[src/common/delay_sched_pkg.sv]
// package: register map, field layouts, reset values and types of the delay trigger scheduler
package delay_sched_pkg;
	localparam int ADDR_W = 8;
	localparam int DATA_W = 32;
	localparam int CNT_W = 16;
	localparam int NUM_PRE = 2;
	// register word offsets (byte addresses)
	localparam logic [7:0] OFF_CTRL = 8'h00;
	localparam logic [7:0] OFF_MOD = 8'h04;
	localparam logic [7:0] OFF_INTERRUPT_DELAY_VALUE = 8'h08;
	localparam logic [7:0] OFF_COUNT = 8'h0c;
	localparam logic [7:0] OFF_STATUS = 8'h10;
	localparam logic [7:0] OFF_CLEAR = 8'h14;
	localparam logic [7:0] OFF_IRQEN = 8'h18;
	localparam logic [7:0] OFF_PREEN = 8'h1c;
	localparam logic [7:0] OFF_DLY0 = 8'h20;
	// control register fields
	localparam int CTRL_EN_BIT = 0;
	localparam int CTRL_CONT_BIT = 1;
	localparam int CTRL_LOAD_BIT = 2;
	localparam int CTRL_LMODE_LSB = 3;
	localparam int CTRL_SWTRIG_BIT = 5;
	// status bit positions
	localparam int ST_DLY_BIT = 0;
	localparam int ST_SEQERR_BIT = 1;
	localparam int ST_W = 2;
	// reset values and read data of unmapped addresses
	localparam logic [15:0] MOD_RST = 16'hffff;
	localparam logic [15:0] INTERRUPT_DELAY_VALUE_RST = 16'hffff;
	localparam logic [15:0] DLY_RST = 16'h0000;
	localparam logic [31:0] RDATA_UNMAPPED = 32'h0000_0000;
	// load modes for the double buffers
	typedef enum logic [1:0] {
		LOAD_NOW = 2'h0,
		LOAD_AT_MOD = 2'h1,
		LOAD_AT_TRIG = 2'h2,
		LOAD_AT_MOD_OR_TRIG = 2'h3
	} load_mode_t;
	typedef enum logic [1:0] {
		ST_IDLE = 2'b01,
		ST_RUN = 2'b10
	} run_state_t;
	typedef struct packed {
		logic [ADDR_W-1:0] addr;
		logic [DATA_W-1:0] wdata;
		logic wr;
		logic rd;
	} reg_req_t;
	typedef struct packed {
		logic [CNT_W-1:0] modulus;
		logic [CNT_W-1:0] interrupt_delay_value;
	} timebase_t;
endpackage

[src/verilog/delay_trigger_scheduler.sv]
// delay trigger scheduler: counter, pre-trigger sequencing, locks, double buffers, interrupt
`timescale 1ns/100ps
`default_nettype none
module delay_trigger_scheduler
	import delay_sched_pkg::*;
#(
	parameter int NPRE = NUM_PRE
) (
	input wire logic ref_clk,
	input wire logic rst,
	input wire logic clk_en,
	input wire logic [ADDR_W-1:0] reg_addr,
	input wire logic [DATA_W-1:0] reg_wdata,
	input wire logic reg_wr,
	input wire logic reg_rd,
	output logic [DATA_W-1:0] reg_rdata,
	input wire logic cycle_start_trig,
	input wire logic [NPRE-1:0] conversion_done_flag,
	output logic [NPRE-1:0] pretrigger_pulse,
	output logic [NPRE-1:0] pretrigger_lock,
	output logic irq
);
	// ****************************************
	// register bus
	// ****************************************
	reg_req_t req;
	assign req = '{addr: reg_addr, wdata: reg_wdata, wr: reg_wr, rd: reg_rd};

	logic enable_r;
	logic cont_r;
	load_mode_t lmode_r;
	logic load_pend_r;
	timebase_t tb_buf_r;
	timebase_t tb_act_r;
	logic [CNT_W-1:0] dly_buf_r [NPRE];
	logic [CNT_W-1:0] dly_act_r [NPRE];
	logic [NPRE-1:0] pre_en_r;
	logic [ST_W-1:0] status_r;
	logic [ST_W-1:0] irq_en_r;
	logic [CNT_W-1:0] count_r;
	run_state_t state_r;
	run_state_t state_nxt;
	logic trig_d_r;
	logic [NPRE-1:0] fired_r;
	logic [NPRE-1:0] lock_r;
	logic [NPRE-1:0] pulse_r;
	logic [DATA_W-1:0] rdata_r;

	wire wr_ctrl = req.wr && req.addr == OFF_CTRL;
	wire wr_mod = req.wr && req.addr == OFF_MOD;
	wire wr_interrupt_delay_value = req.wr && req.addr == OFF_INTERRUPT_DELAY_VALUE;
	wire wr_clear = req.wr && req.addr == OFF_CLEAR;
	wire wr_irqen = req.wr && req.addr == OFF_IRQEN;
	wire wr_preen = req.wr && req.addr == OFF_PREEN;
	wire [ST_W-1:0] clr_bits = wr_clear ? req.wdata[ST_W-1:0] : '0;

	// ****************************************
	// counter and sequencing
	// ****************************************
	// trigger source runs on ref_clk, so only an edge detector is needed
	wire trig_evt = enable_r && ((cycle_start_trig && !trig_d_r) ||
		(wr_ctrl && req.wdata[CTRL_SWTRIG_BIT]));
	wire running = state_r == ST_RUN;
	wire at_mod = running && count_r == tb_act_r.modulus;
	wire interrupt_delay_value_hit = running && count_r == tb_act_r.interrupt_delay_value;
	wire restart = trig_evt;
	wire load_cmd = wr_ctrl && req.wdata[CTRL_LOAD_BIT] && req.wdata[CTRL_EN_BIT];
	// the load command only takes effect while the block is enabled
	wire do_load = (load_cmd || load_pend_r) && (enable_r || load_cmd) && (
		lmode_r == LOAD_NOW || load_cmd && load_mode_t'(req.wdata[CTRL_LMODE_LSB +: 2]) == LOAD_NOW ||
		(lmode_r == LOAD_AT_MOD && at_mod) ||
		(lmode_r == LOAD_AT_TRIG && trig_evt) ||
		(lmode_r == LOAD_AT_MOD_OR_TRIG && (at_mod || trig_evt)));

	always_comb begin
		state_nxt = state_r;
		case (state_r)
			ST_IDLE: if (restart) state_nxt = ST_RUN;
			ST_RUN: if (!enable_r) state_nxt = ST_IDLE;
				else if (at_mod && !cont_r && !restart) state_nxt = ST_IDLE;
			default: state_nxt = ST_IDLE;
		endcase
	end

	logic [NPRE-1:0] hit;
	logic [NPRE-1:0] blocked;
	genvar gi;
	generate
		for (gi = 0; gi < NPRE; gi++) begin : g_pre
			// fires once per counting period when the count equals the delay
			assign hit[gi] = running && pre_en_r[gi] && !fired_r[gi] &&
				count_r == dly_act_r[gi];
			assign blocked[gi] = hit[gi] && lock_r[gi];
			always_ff @(posedge ref_clk or posedge rst) begin
				if (rst) begin
					dly_buf_r[gi] <= DLY_RST;
					dly_act_r[gi] <= DLY_RST;
					fired_r[gi] <= 1'b0;
					lock_r[gi] <= 1'b0;
					pulse_r[gi] <= 1'b0;
				end else if (clk_en) begin
					if (req.wr && req.addr == OFF_DLY0 + 8'(4 * gi))
						dly_buf_r[gi] <= req.wdata[CNT_W-1:0];
					if (do_load)
						dly_act_r[gi] <= dly_buf_r[gi];
					if (restart || (at_mod && cont_r))
						fired_r[gi] <= 1'b0;
					else if (hit[gi])
						fired_r[gi] <= 1'b1;
					pulse_r[gi] <= hit[gi] && !lock_r[gi];
					// a new pulse wins over a done report in the same cycle
					if (hit[gi] && !lock_r[gi])
						lock_r[gi] <= 1'b1;
					else if (conversion_done_flag[gi])
						lock_r[gi] <= 1'b0;
				end
			end
		end
	endgenerate

	always_ff @(posedge ref_clk or posedge rst) begin
		if (rst) begin
			state_r <= ST_IDLE;
			count_r <= '0;
			trig_d_r <= 1'b0;
		end else if (clk_en) begin
			state_r <= state_nxt;
			trig_d_r <= cycle_start_trig;
			if (restart || (at_mod && cont_r))
				count_r <= '0;
			else if (running && !at_mod)
				count_r <= count_r + 16'h0001;
		end
	end

	// ****************************************
	// control, buffers and interrupt
	// ****************************************
	wire [ST_W-1:0] evt = {|blocked, interrupt_delay_value_hit};

	always_ff @(posedge ref_clk or posedge rst) begin
		if (rst) begin
			enable_r <= 1'b0;
			cont_r <= 1'b0;
			lmode_r <= LOAD_NOW;
			load_pend_r <= 1'b0;
			tb_buf_r <= '{modulus: MOD_RST, interrupt_delay_value: INTERRUPT_DELAY_VALUE_RST};
			tb_act_r <= '{modulus: MOD_RST, interrupt_delay_value: INTERRUPT_DELAY_VALUE_RST};
			pre_en_r <= '0;
			status_r <= '0;
			irq_en_r <= '0;
		end else if (clk_en) begin
			if (wr_ctrl) begin
				enable_r <= req.wdata[CTRL_EN_BIT];
				cont_r <= req.wdata[CTRL_CONT_BIT];
				lmode_r <= load_mode_t'(req.wdata[CTRL_LMODE_LSB +: 2]);
			end
			if (wr_mod)
				tb_buf_r.modulus <= req.wdata[CNT_W-1:0];
			if (wr_interrupt_delay_value)
				tb_buf_r.interrupt_delay_value <= req.wdata[CNT_W-1:0];
			if (do_load) begin
				tb_act_r <= tb_buf_r;
				load_pend_r <= 1'b0;
			end else if (load_cmd)
				load_pend_r <= 1'b1;
			if (wr_preen)
				pre_en_r <= req.wdata[NPRE-1:0];
			if (wr_irqen)
				irq_en_r <= req.wdata[ST_W-1:0];
			// set wins over clear
			status_r <= (status_r & ~clr_bits) | evt;
		end
	end

	// ****************************************
	// read path
	// ****************************************
	logic [DATA_W-1:0] rd_mux;
	always_comb begin
		rd_mux = RDATA_UNMAPPED;
		case (req.addr)
			OFF_CTRL: rd_mux = 32'({load_pend_r, lmode_r, 1'b0, cont_r, enable_r}) |
				32'(state_r == ST_RUN) << 8;
			OFF_MOD: rd_mux = 32'(tb_buf_r.modulus);
			OFF_INTERRUPT_DELAY_VALUE: rd_mux = 32'(tb_buf_r.interrupt_delay_value);
			OFF_COUNT: rd_mux = 32'(count_r);
			OFF_STATUS: rd_mux = 32'(status_r) | (32'(lock_r) << 8);
			OFF_IRQEN: rd_mux = 32'(irq_en_r);
			OFF_PREEN: rd_mux = 32'(pre_en_r);
			default: begin
				for (int k = 0; k < NPRE; k++)
					if (req.addr == OFF_DLY0 + 8'(4 * k))
						rd_mux = 32'(dly_buf_r[k]);
			end
		endcase
	end

	always_ff @(posedge ref_clk or posedge rst) begin
		if (rst)
			rdata_r <= '0;
		else if (clk_en && req.rd)
			rdata_r <= rd_mux;
	end

	assign reg_rdata = rdata_r;
	assign pretrigger_pulse = pulse_r;
	assign pretrigger_lock = lock_r;
	assign irq = |(status_r & irq_en_r);
endmodule
`default_nettype wire
[config.mk]
export PLATFORM = sky130hd
export DESIGN_NAME = delay_trigger_scheduler
export DESIGN_NICKNAME = d
export VERILOG_FILES = /design/src/common/delay_sched_pkg.sv /design/src/verilog/delay_trigger_scheduler.sv
export SDC_FILE = /design/constraint.sdc
export NUM_CORES = 1
export LEC_CHECK = 0
export BUFFER_PORTS_ARGS = -buffer_cell sky130_fd_sc_hd__buf_2
export CAP_MARGIN = 0
export CORE_ASPECT_RATIO = 0.7
export CORE_MARGIN = 1.5
export CORE_UTILIZATION = 54
export CTS_BUF_LIST = sky130_fd_sc_hd__clkbuf_16
export CTS_CLUSTER_SIZE = 40
export DETAILED_ROUTE_END_ITERATION = 16
export PLACE_DENSITY_LB_ADDON = 0.08
export SKIP_LAST_GASP = 1
export SYNTH_ARGS = -nofsm -noshare
export SYNTH_HDL_FRONTEND = slang
export SYNTH_SLANG_ARGS = --single-unit
[constraint.sdc]
create_clock -name ref_clk -period 5.05 [get_ports ref_clk]
set_input_delay 0.505 -clock ref_clk [delete_from_list [all_inputs] [get_ports ref_clk]]
set_output_delay 0.505 -clock ref_clk [all_outputs]
set_load 0.01 [all_outputs]
-- Yosys cells after proc, flatten, opt, wreduce, memory -nomap -nowiden
Index checks and enable logic that the tools add are counted.
- muxes and demuxes: 20
- eq/ne operators: 20
- $add $sub $neg: 1
- reductions and logical operators: 79
- bitwise logic cells: 6
- operators with widths (operator ; count):
    $pmux W32 S7 ; 1
    $eq A16 B16 Y1 ; 4
    $mux W16 ; 3
    $logic_and A1 B1 Y1 ; 36
    $eq A8 B5 Y1 const B ; 4
    $mux W32 ; 1
    $reduce_and A2 Y1 ; 14
    $add A16 B1 Y16 const B ; 1
    $eq A8 B4 Y1 const B ; 2
    $eq A8 B6 Y1 const B ; 2
    $reduce_bool A2 Y1 ; 6
    $mux W1 ; 10
    $or A2 B10 Y10 ; 1
    $logic_or A1 B1 Y1 ; 9
    $or A6 B9 Y9 ; 1
    $eq A8 B3 Y1 const B ; 1
    $logic_not A1 Y1 ; 8
    $logic_not A8 Y1 ; 1
    $mux W2 ; 4
    $eq A2 B2 Y1 const B ; 3
    $and A2 B2 Y2 ; 2
    $eq A2 B1 Y1 const B ; 2
    $logic_not A2 Y1 ; 2
    $pmux W2 S2 ; 1
    other kinds (6) ; 7
- flip-flop bits (word level): 196
- word-level logic and storage cells: 151

-- Logic depth before layout (Yosys ltp)
Gate-level depths: netlist (run 1).
- word-level depth: 12
- mapped depth: 9

-- Worst setup path before layout (run 1)
No wires, ideal clock.
- kind: input-to-reg
- start point: input reg_addr[2]
- end point: register dly_act_r[10] in the netlist's numbering
- path slack: 2547 ps
- library setup time: 127 ps
- cell stages on the path: 9
- data required time: 4923 ps
- arrival time: 2375 ps
- cells stage by stage: clkbuf_1 > or4_1 > clkbuf_1 > o31ai_2 > nand3_1 > o2bb2ai_1 > buf_4 > buf_6 > mux2_1
- longest elaborated chain between the ends: 11
- elaborated cells on any way between the ends: 20
- RTL lines (item ; line ; RTL):
    from (decl) ; delay_trigger_scheduler.sv:12 ; input wire logic [ADDR_W-1:0] reg_addr,
    $logic_not A8 Y1 (*) ; delay_trigger_scheduler.sv:49 ; wire wr_ctrl = req.wr && req.addr == OFF_CTRL;
    $logic_and A1 B1 Y1 (*) ; delay_trigger_scheduler.sv:49 ;
    $logic_and A1 B1 Y1 (2 in a row) ; delay_trigger_scheduler.sv:67 ; wire load_cmd = wr_ctrl && req.wdata[CTRL_LOAD_BIT] && req.wdata[CTRL_EN_BIT];
    $logic_and A1 B1 Y1 ; delay_trigger_scheduler.sv:70 ; lmode_r == LOAD_NOW || load_cmd && load_mode_t'(req.wdata[CTRL_LMODE_LSB +: 2]) == LOAD_NOW ||
    $logic_or A1 B1 Y1 (2 in a row) ; delay_trigger_scheduler.sv:70 ;
    $logic_or A1 B1 Y1 ; delay_trigger_scheduler.sv:71 ; (lmode_r == LOAD_AT_MOD && at_mod) ||
    $logic_or A1 B1 Y1 ; delay_trigger_scheduler.sv:72 ; (lmode_r == LOAD_AT_TRIG && trig_evt) ||
    $logic_and A1 B1 Y1 (*) ; delay_trigger_scheduler.sv:69 ; wire do_load = (load_cmd || load_pend_r) && (enable_r || load_cmd) && (
    $reduce_and A2 Y1 (no line) (*) ; -- ;
    to (signal, indexed assignment) ; delay_trigger_scheduler.sv:105 ; dly_act_r[gi] <= dly_buf_r[gi];
    to (decl) ; delay_trigger_scheduler.sv:36 ; logic [CNT_W-1:0] dly_act_r [NPRE];
Mark *: on every way between the ends. The rest lies on a longest branch, timed or not.
A chain may end at the register's enable or synchronous reset.

-- Worst setup path in the final report (run 1)
- start point: register count_r[11]
- end point: register dly_act_r[24] in the netlist's numbering
- longest elaborated chain between the ends: 8
- elaborated cells on any way between the ends: 10
- RTL lines (item ; line ; RTL):
    from (decl) ; delay_trigger_scheduler.sv:40 ; logic [CNT_W-1:0] count_r;
    from (signal assigned) ; delay_trigger_scheduler.sv:132 ; count_r <= count_r + 16'h0001;
    $eq A16 B16 Y1 (*) ; delay_trigger_scheduler.sv:64 ; wire at_mod = running && count_r == tb_act_r.modulus;
    $logic_and A1 B1 Y1 (*) ; delay_trigger_scheduler.sv:64 ;
    $logic_and A1 B1 Y1 ; delay_trigger_scheduler.sv:71 ;
    $logic_or A1 B1 Y1 ; delay_trigger_scheduler.sv:70 ;
    $logic_or A1 B1 Y1 ; delay_trigger_scheduler.sv:71 ;
    $logic_or A1 B1 Y1 (*) ; delay_trigger_scheduler.sv:72 ;
    $logic_and A1 B1 Y1 (*) ; delay_trigger_scheduler.sv:69 ;
    $reduce_and A2 Y1 (no line) (*) ; -- ;
Marked as above.

==> reports/metrics.yaml, run 1 <==
flow_run:
  cap_violations: 0
worst_setup_path:
  r2r_start: "count_r[11]"
  crit_arrival_ns: 4.04
  path_max_fanout: 34
  worst_setup_path_start_kind: "flip-flop"
  required_ns: 5.37
  regToRegSetupSlack_ns: 1.33
  worstSetupPathType: "reg2reg"
  rr_endpoint: "dly_act_r[24]"
  setup.worst_path.end_class: "flip-flop"
  worstRegToRegCells: 6
layout:
  fillers: 1215
  final_common_cell: "dfrtp_1"
  drive_above_1_share: 0.345
  mostFrequentLayoutCells: "dfrtp_1, mux2_2, dfstp_2"
  seqCellArea_sq_um: 4590
  area_growth_pct: 10.8
  num_antenna_cells: 0
  finalCoreUtilization: 0.618
  nets: 789
  multi_input_area_sq_um: 3790
synth:
  synth_top_area_frac: 0.331
  synth_area_leader_cell: "dfrtp_1"
  synthArstFlopShare: 1.00
  synth_edf_count: 0
  synth_flop_cell: "dfrtp_1"
  ys_ff_latch: 180
  syn_avg_cell_area_sq_um: 12.3
  syn-instance-count: 706
  ys_types: 57
  netlist_area_sq_um: 8700
  synth.top_cells.by_area: "dfrtp_1, dfstp_2, mux2_2, mux2_1, xor2_1"
  yosysSeqAreaShare: 0.527
  synth_warnings: 0
clock_tree:
  clk_latency_ns: 0.44
  cts_buffers: 17
  ctsHoldBuffers: 0
  clockBufferDepth: 2
  h-tree-depth: 4
  root_buffer: "clkbuf_16"
  cts_tree: "yes"
  path_clk_slew_ns: 0.07
  cts.sinks: 180
  cts_setup_buffers: 0
  cts_resized: 0
sta:
  setup_viol: 0
  min_period_over_period: 0.737
  fmax_mhz: 269
  hold_viol_final: 0
  finalClockSkew_ns: 0.0158
  rsz0062_at_grt: "false"
  period_needed_ns: 3.72
  final_max_slew_viol_count: 0
  relSlewSlack: 0.275
  finalSetupTns_ns: 0
  worst_pin_slew_ns: 1.09
placed_design:
  gp_congestion: 0.893
  portBuffers: 52
  hpwl_mm: 14.9
die:
  num_io_pins: 85
  fp.coreArea_sq_um: 15600
  fp-row-count: 38
  dieArea_sq_um: 16900
  die_w_um: 155
  dieHeight_um: 109
  initial_utilization: 0.558
detailed_routing:
  vias: 6011
  routed_via_density: 6.31
  wirelength_mm: 22.5
  drt_iter0_drc: 679
  firstDrtPassIters: 5
  drtAntennaViolNets: 0
  avgRoutedWirePerCell_um: 23.7
  post-route-drc-count: 0
run_status:
  status: "complete, no violations"
grt:
  antenna_found_initial: 0
  grt_pass1_wl_mm: 35.0
  grt_pass1_vias: 5871
  grt_usage: 0.283
  gr-total-overflow: 0
  grt_max_degree: 181
pwr:
  power_density_nw_per_um2: 314
  leakagePower_nw: 4.61
  vdd_drop_max_v: 0.000212
min_path:
  hp-class: "in2async"
-- worst max-delay path, cell delays in order (launching register included) --
cell and delay (ns):
dfrtp_1 0.53, xor2_1 0.23, nor4_1 0.60, nand4_1 0.36
o2bb2ai_4 0.88, buf_4 0.58, mux2_1 0.37
-- cell usage after synthesis, types with 4 or more instances --
master	count
dfrtp_1	115
mux2_2	84
dfstp_2	65
xor2_1	56
mux2_1	54
nand2_1	28
nor2_1	23
buf_2	22
a21oi_1	19
clkbuf_1	18
a222oi_1	17
buf_4	17
nand3_1	14
nor4_1	14
a31oi_1	13
nand4_1	12
o31ai_1	12
a22oi_1	11
o21ai_0	10
or4_1	10
xnor2_1	8
inv_1	7
nor3_1	6
buf_6	5
o22ai_1	5
or3_1	5
a221oi_1	4
a22o_1	4
nor2_2	4
-- final cells by class --
| class | count | area share |
|---|---|---|
| clock inverters | 15 | 0.0184 |
| well taps | 200 | 0.0260 |
| multi-input cells | 469 | 0.394 |
| flip-flops and latches | 180 | 0.476 |
| repair buffers | 65 | 0.0384 |
| clock buffers | 17 | 0.0442 |
| inverters | 7 | 0.00312 |
-- worst max-delay path by stage --
stage,from,end,slack (ns),depth (start not counted)
floorplan,rst,cont_r,2.29,1
CTS,count_r[11],dly_act_r[30],1.32,6
finish,count_r[11],dly_act_r[24],1.33,6
global route,count_r[11],dly_act_r[9],1.06,6
detailed placement,reg_addr[4],dly_act_r[14],1.09,7
global placement,reg_addr[4],dly_act_r[0],1.13,7
-- metrics by stage --
step	hold slack (ns)	total power [mW]	setup slack, ns	instance area, sq um	std cells
6_report	0.236	3.02	1.33	9630	953
5_1_grt	0.303	3.13	1.06	9630	953
4_1_cts	0.304	3.04	1.32	9630	953
3_5_place_dp	0.471	1.67	1.09	9030	921
3_3_place_gp	0.477	1.67	1.13	9030	921
2_1_floorplan	0.472	1.61	2.29	8760	721
-- per-layer routing --
metal  vias to the layer above  global-route usage  share of wire  routed length, um
met5                         -                   0              0                  0
met4                         0              0.0742          0.016                362
met3                        31              0.0648          0.077               1740
met2                       253               0.414           0.43               9760
met1                      3099               0.424           0.47              10700
li1                       2628                   -              -                  -
-- sequential cells by signal (all words and copies together) (netlist names), 16 cells and up --
register   flops
dly_act_r     32
dly_buf_r     32
tb_act_r      32
tb_buf_r      32
count_r       16
reg_rdata     16
-- report_power, final --
group          internal [mW]  leakage [nW]  switching [mW]  total (mW)
combinational         0.0483          2.07          0.0955       0.144
clock                  0.784         0.297           0.594        1.38
sequential              1.48          2.24          0.0221        1.50
-- kinds of logic (layout without fill, tap and decap cells) --
kind of cell / count (synthesis) / in the layout / share of synthesized area
DFF: 180 / 180 / 0.527
muxes: 138 / 138 / 0.179
and+or+nand+nor: 137 / 137 / 0.0858
AOI/OAI and AO/OA: 113 / 113 / 0.0960
buffers and inverters: 72 / 104 / 0.0459
xor gates and xnor gates: 64 / 64 / 0.0645
adders and majority gates: 1 / 1 / 0.00144
other: 1 / 16 / 0.000431
Note: power is estimated with default switching activity, not from simulation.
==> inputs of run 2 (changes only) <==
- ABC_AREA: unset -> 1
- clock period: 5.05 -> 3 ns (I/O delays scaled with it)
==> run 2 against run 1 <==
Effect of this change: core utilization fell by 0.49 points; power rose by 66%; die area rose by 11%; critical path type unchanged; largest power group unchanged.
==> reports/metrics.yaml, run 2 <==
run_status:
  status: "complete, no violations"
synth:
  synth_edf_count: 0  # unchanged
  syn_avg_cell_area_sq_um: 8.02  # -35%
  netlist_area_sq_um: 9630  # +11%
  synth_top_area_frac: 0.299  # -0.0322
  synth_area_leader_cell: "dfrtp_1"
  syn-instance-count: 1202  # +70%
  synth_top_cells_by_count: "nand2_1, dfrtp_1, o21ai_0"
  synth_flop_cell: "dfrtp_1"
  synth.top_cells.by_area: "dfrtp_1, dfstp_2, nand2_1, nand3_2, o21ai_0"
  yosysSeqAreaShare: 0.476  # -0.0514
  synth_warnings: 0  # unchanged
  ys_ff_latch: 180  # unchanged
  synthArstFlopShare: 1.00  # unchanged
  yosysMostFrequentCell: "nand2_1"
  ys_types: 39  # -32%
worst_setup_path:
  required_ns: 3.37  # -2.00 ns
  max_stage_delay_ns: 0.52  # -0.36 ns
  crit_arrival_ns: 2.86  # -1.18 ns
  cp_common_cell: "nand2_1"
  regToRegSetupSlack_ns: 0.52  # -0.81 ns
  crit_slowest_cell: "dfrtp_1"
  path_buf_inv: 2  # +1
  cp_top_family: "simple AND/OR/NAND/NOR gates"
  worstRegToRegCells: 13  # +7
  cp_cell_sequence: "inv_2, nand2_1, nand2_1, nor2_1, nand2_1, nor2_2, nand3_1, nand2_1, nand2_1, nand3_4, buf_4, nand3_1, nand2_1"
  cp.depth: 13  # +7
  rr_endpoint: "tb_act_r[30]"
  r2r_start: "count_r[6]"
  critPathCapture: "tb_act_r[30]"
  worst_setup_path_start_kind: "flip-flop"
  path_max_fanout: 29  # -15%
  worstSetupPathType: "reg2reg"
  startpoint: "count_r[6]"
  setup.worst_path.end_class: "flip-flop"
clock_tree:
  cts_tree: "yes"
  clk_latency_ns: 0.45  # about the same
  path_clk_slew_ns: 0.08  # about the same
  cts_resized: 0  # unchanged
  cts.sinks: 180  # unchanged
  root_buffer: "clkbuf_16"
  cts_buffers: 17  # unchanged
  h-tree-depth: 4  # unchanged
  clockBufferDepth: 2  # unchanged
sta:
  setup_viol: 0  # unchanged
  period_needed_ns: 2.48  # -1.24 ns
  fmax_mhz: 403  # +50%
  min_period_over_period: 0.828  # +0.0902
  final_max_slew_viol_count: 0  # unchanged
  finalSetupTns_ns: 0  # unchanged
  finalClockSkew_ns: 0.0175  # +0.00170 ns
  worst_pin_slew_ns: 0.760  # -0.328 ns
  fin_ws_ns: 0.517  # -0.809 ns
  hold_viol_final: 0  # unchanged
  relSlewSlack: 0.494  # +0.218
  rsz0062_at_grt: "false"
  whs_ns: 0.0916  # -0.144 ns
die:
  dieHeight_um: 115  # +5.1%
  initial_utilization: 0.556  # -0.00125
  fp-row-count: 40  # +5.3%
  die_w_um: 163  # +5.2%
  fp.coreArea_sq_um: 17300  # +11%
  num_io_pins: 85  # unchanged
  dieArea_sq_um: 18700  # +11%
grt:
  grt_usage: 0.314  # +0.0314
  gr-total-overflow: 0  # unchanged
  grt_pass1_vias: 7563  # +29%
  antenna_found_initial: 0  # unchanged
  grt_pass1_wl_mm: 43.8  # +25%
  grt_max_degree: 93  # -49%
pwr:
  leakagePower_nw: 5.13  # +11%
  vdd_drop_max_v: 0.000307  # +45%
  power_density_nw_per_um2: 473  # +51%
placed_design:
  portBuffers: 52  # unchanged
  gp_congestion: 0.946  # +5.9%
  post-place-ws_ns: 0.559  # -0.526 ns
  hpwl_mm: 19.6  # +31%
layout:
  final_common_cell: "nand2_1"
  nets: 1294  # +64%
  num_antenna_cells: 0  # unchanged
  area_growth_pct: 10.2
  drive_above_1_share: 0.219  # -0.126
  mostFrequentLayoutCells: "nand2_1, dfrtp_1, o21ai_0"
detailed_routing:
  vias: 8213  # +37%
  avgRoutedWirePerCell_um: 18.7  # -21%
  wirelength_mm: 27.8  # +23%
  drtAntennaViolNets: 0  # unchanged
  post-route-drc-count: 0  # unchanged
  routed_via_density: 5.52  # -13%
  drt_iter0_drc: 990  # +46%
  firstDrtPassIters: 5  # unchanged
min_path:
  hp-class: "in2reg"
flow_run:
  cap_violations: 0  # unchanged
## run 2: cell types whose count changed after synthesis, moves of 12 or more
cell,before,now
a222oi_1,17,0
a21oi_1,19,3
nand2_1,28,454
nand3_1,14,78
mux2_1,54,0
or2_2,2,20
o21ai_0,10,85
inv_1,7,71
nor2_1,23,44
inv_2,0,19
nand3_2,0,52
xor2_1,56,19
a31oi_1,13,1
mux2_2,84,0
## run 2: cell type report
cell class | count | area [sq um]
clock buffers | 17 | 425
clock inverters | 15 | 141
fillers | 1596 | 6700
inverters | 92 | 349
multi-input cells | 875 | 4310
flip-flops and latches | 180 | 4590
well taps | 231 | 289
repair buffers | 79 | 515
## run 2: worst min path at each step
stage	startpoint	endpoint	slack, ns	cells after the start
4_1_cts	cycle_start_trig	trig_d_r	0.10	3
2_1_floorplan	cycle_start_trig	trig_d_r	0.42	2
5_1_grt	cycle_start_trig	trig_d_r	0.11	3
3_5_place_dp	rst	reg_rdata[14]	0.32	2
6_report	cycle_start_trig	trig_d_r	0.09	3
3_3_place_gp	rst	reg_rdata[14]	0.33	2
## run 2: cells by family (layout without fill, tap and decap cells)
family | count (synthesis) | in the layout | share of synthesized area
xor+xnor | 34 | 34 | 0.0309
flops | 180 | 180 | 0.476
fa+ha+maj | 1 | 1 | 0.00130
other cells | 1 | 16 | 0.000389
simple gates | 704 | 704 | 0.338
compound gates | 120 | 120 | 0.0684
buf+inv | 162 | 203 | 0.0851
## run 2: what timing repair did
item	in CTS	in global routing
hold endpoints to repair	11	0
setup buffers	0	0
setup endpoints to repair	0	0
hold buffers	1	0
## run 2: tightest hold or removal path: stages
cell and delay (ns):
buf_2 0.09, nand2_1 0.04, o21ai_0 0.06
## run 2: where the power goes
| part | total, mW | internal, mW | switching (mW) |
|---|---|---|---|
| combinational | 0.303 | 0.0857 | 0.218 |
| clock | 2.19 | 1.10 | 1.09 |
| sequential | 2.52 | 2.48 | 0.0450 |
| total | 5.02 | 3.66 | 1.35 |
## run 2: through the flow
| step | util | power [mW] | cells | instance area, sq um |
|---|---|---|---|---|
| global placement | 0.580 | 2.86 | 1456 | 10000 |
| global route | 0.613 | 5.18 | 1489 | 10600 |
| floorplan | - | 2.77 | 1217 | 9690 |
| CTS | 0.613 | 5.02 | 1489 | 10600 |
| detailed placement | 0.580 | 2.86 | 1456 | 10000 |
| finish | 0.613 | 5.02 | 1489 | 10600 |
## run 2: per-layer routing
layer | vias up | routed length (um) | GRT usage
li1 | 3920 | - | -
met3 | 33 | 2830 | 0.0758
met2 | 370 | 11100 | 0.438
met5 | - | 0 | 0
met4 | 0 | 427 | 0.0783
met1 | 3890 | 13500 | 0.489
==> inputs of run 3 (changes only) <==
- clock period: 3 -> 2 ns (I/O delays scaled with it)
==> run 3 against run 2 <==
Effect of this change: die area unchanged; the flow now finishes with violations (setup timing); sequential power up 50%; flip-flop and latch count unchanged; worst setup slack worse by 0.66 ns; largest power group unchanged; critical path type unchanged; fmax up 16%.
==> reports/metrics.yaml, run 3 (same netlist as run 2, synthesis figures left out) <==
grt:
  grt_pass1_vias: 8307  # +9.8%
  grt_pass1_wl_mm: 46.6  # +6.2%
  grt_max_degree: 49  # -47%
  antenna_found_initial: 0  # unchanged
  grt_usage: 0.337  # +0.0229
  gr-total-overflow: 0  # unchanged
flow_run:
  cap_violations: 0  # unchanged
detailed_routing:
  post-route-drc-count: 0  # unchanged
  routed_via_density: 5.64  # +2.2%
  vias: 8847  # +7.7%
  drt_iter0_drc: 1023  # +3.3%
  firstDrtPassIters: 5  # unchanged
  avgRoutedWirePerCell_um: 19.9  # +6.3%
  wirelength_mm: 31.2  # +12%
  drtAntennaViolNets: 0  # unchanged
placed_design:
  portBuffers: 52  # unchanged
  hpwl_mm: 21.8  # +11%
  post-place-ws_ns: -0.112  # -0.672 ns
  postPlaceCellArea_sq_um: 10700  # +6.5%
  gp_congestion: 0.925  # -2.2%
worst_setup_path:
  setup.worst_path.end_class: "flip-flop"
  crit_arrival_ns: 2.47  # -0.39 ns
  worstSetupPathType: "reg2reg"
  required_ns: 2.33  # -1.04 ns
  path_max_fanout: 11  # -62%
  crit_slowest_cell: "dfstp_2"
  path_buf_inv: 2  # unchanged
  cp_common_cell: "nand2_1"
  max_stage_delay_ns: 0.54  # +0.02 ns
  cp_cell_sequence: "inv_2, nand2_1, nand2_1, nor2_2, nand2_2, nor2_4, nand3_2, nand2_2, nand2_2, nand3_4, nand2_8, clkbuf_16, nand2_1, nand2_1"
  worst_setup_path_start_kind: "flip-flop"
  cp_top_family: "simple AND/OR/NAND/NOR gates"
die:
  dieHeight_um: 115  # unchanged
  fp-row-count: 40  # unchanged
  die_w_um: 163  # unchanged
  num_io_pins: 85  # unchanged
  fp.coreArea_sq_um: 17300  # unchanged
  dieArea_sq_um: 18700  # unchanged
  initial_utilization: 0.556  # unchanged
run_status:
  violations: "setup timing"
  status: "complete, but fails checks"
clock_tree:
  root_buffer: "clkbuf_16"
  clk_latency_ns: 0.44  # about the same
  cts_tree: "yes"
  path_clk_slew_ns: 0.08  # about the same
  cts.sinks: 180  # unchanged
  clockBufferDepth: 2  # unchanged
  cts_buffers: 17  # unchanged
  h-tree-depth: 4  # unchanged
layout:
  mostFrequentLayoutCells: "nand2_1, dfrtp_1, o21ai_0"
  area_growth_pct: 21.9
  multi_input_area_sq_um: 4560  # +5.9%
  drive_above_1_share: 0.312  # +0.0928
  fillers: 1452  # -9.0%
  nets: 1375  # +6.3%
  seqCellArea_sq_um: 4590  # +0.11%
  num_antenna_cells: 0  # unchanged
  finalInstanceArea_sq_um: 11700  # +11%
  final_common_cell: "nand2_1"
sta:
  hold_viol_final: 0  # unchanged
  setup_viol: 65  # +65
  final_max_slew_viol_count: 0  # unchanged
  rsz0062_at_grt: "true"
  fin_ws_ns: -0.138  # -0.655 ns
  worst_pin_slew_ns: 0.538  # -0.222 ns
  min_period_over_period: 1.07  # +0.241
  finalClockSkew_ns: 0.0118  # -0.00572 ns
  period_needed_ns: 2.14  # -0.345 ns
  fmax_mhz: 468  # +16%
  relSlewSlack: 0.641  # +0.147
pwr:
  power_density_nw_per_um2: 650  # +37%
  vdd_drop_max_v: 0.000473  # +54%
  leakagePower_nw: 5.66  # +10%
min_path:
  hp-class: "in2reg"
run 3: worst register-to-register path: stages (launching register included):
cell       delay, ns
dfstp_2         0.54
inv_2           0.03
nand2_1         0.05
nand2_1         0.07
nor2_2          0.12
nand2_2         0.09
nor2_4          0.17
nand3_2         0.14
nand2_2         0.11
nand2_2         0.07
nand3_4         0.16
nand2_8         0.13
clkbuf_16       0.21
nand2_1         0.08
nand2_1         0.05
run 3: per-stage QoR:
| step | hold WS (ns) | util | setup TNS [ns] | total power [mW] | std cells |
|---|---|---|---|---|---|
| after global routing | 0.0269 | 0.678 | -12.95 | 7.86 | 1570 |
| final | 0.00964 | 0.678 | -6.14 | 7.63 | 1570 |
| after CTS | 0.0139 | 0.653 | -0.562 | 7.61 | 1558 |
| after global placement | 0.263 | 0.617 | -2.69 | 4.35 | 1525 |
| after floorplan | 0.321 | - | -52.38 | 4.16 | 1217 |
| after detailed placement | 0.263 | 0.617 | -4.00 | 4.36 | 1525 |
run 3: cell type report:
type / count / area share
inverter: 92 / 0.0297
timing repair buffer: 160 / 0.118
clock inverter: 15 / 0.0119
clock buffer: 17 / 0.0362
multi-input combinational: 875 / 0.388
sequential: 180 / 0.391
tap: 231 / 0.0246
run 3: where the power goes:
group	switching, mW	total, mW	internal (mW)
Sequential	0.0633	3.78	3.72
Combinational	0.383	0.583	0.200
Clock	1.62	3.27	1.65
Total	2.07	7.63	5.57
run 3: worst paths after layout:
| check | from | endpoint | slack, ns | depth (start not counted) |
|---|---|---|---|---|
| setup / recovery | tb_act_r[29] | dly_act_r[2] | -0.14 | 14 |
| hold / removal | cycle_start_trig | trig_d_r | 0.01 | 3 |
| setup reg to reg | tb_act_r[29] | dly_act_r[2] | -0.14 | 14 |
| hold reg to reg | tb_act_r[2] | tb_act_r[2] | 0.47 | 2 |
| max in group asynchronous | rst | tb_buf_r[0] | 0.95 | 4 |
| min in group asynchronous | rst | reg_rdata[0] | 0.35 | 3 |
run 3: routing by layer:
metal,routed length (um),GRT usage,vias to the layer above
met4,576,0.107,0
met5,0,0,-
li1,-,-,4088
met1,13800,0.512,4232
met3,3790,0.0815,44
met2,13000,0.474,483
run 3: repair_timing:
item                                   in CTS  in global routing
gates cloned                                0                  6
hold buffers                                1                  0
setup buffers                               0                  6
pin swaps                                   0                 12
resized for setup                          10                 79
endpoints found under the hold margin      11                  0
setup endpoints to repair                  80                 89
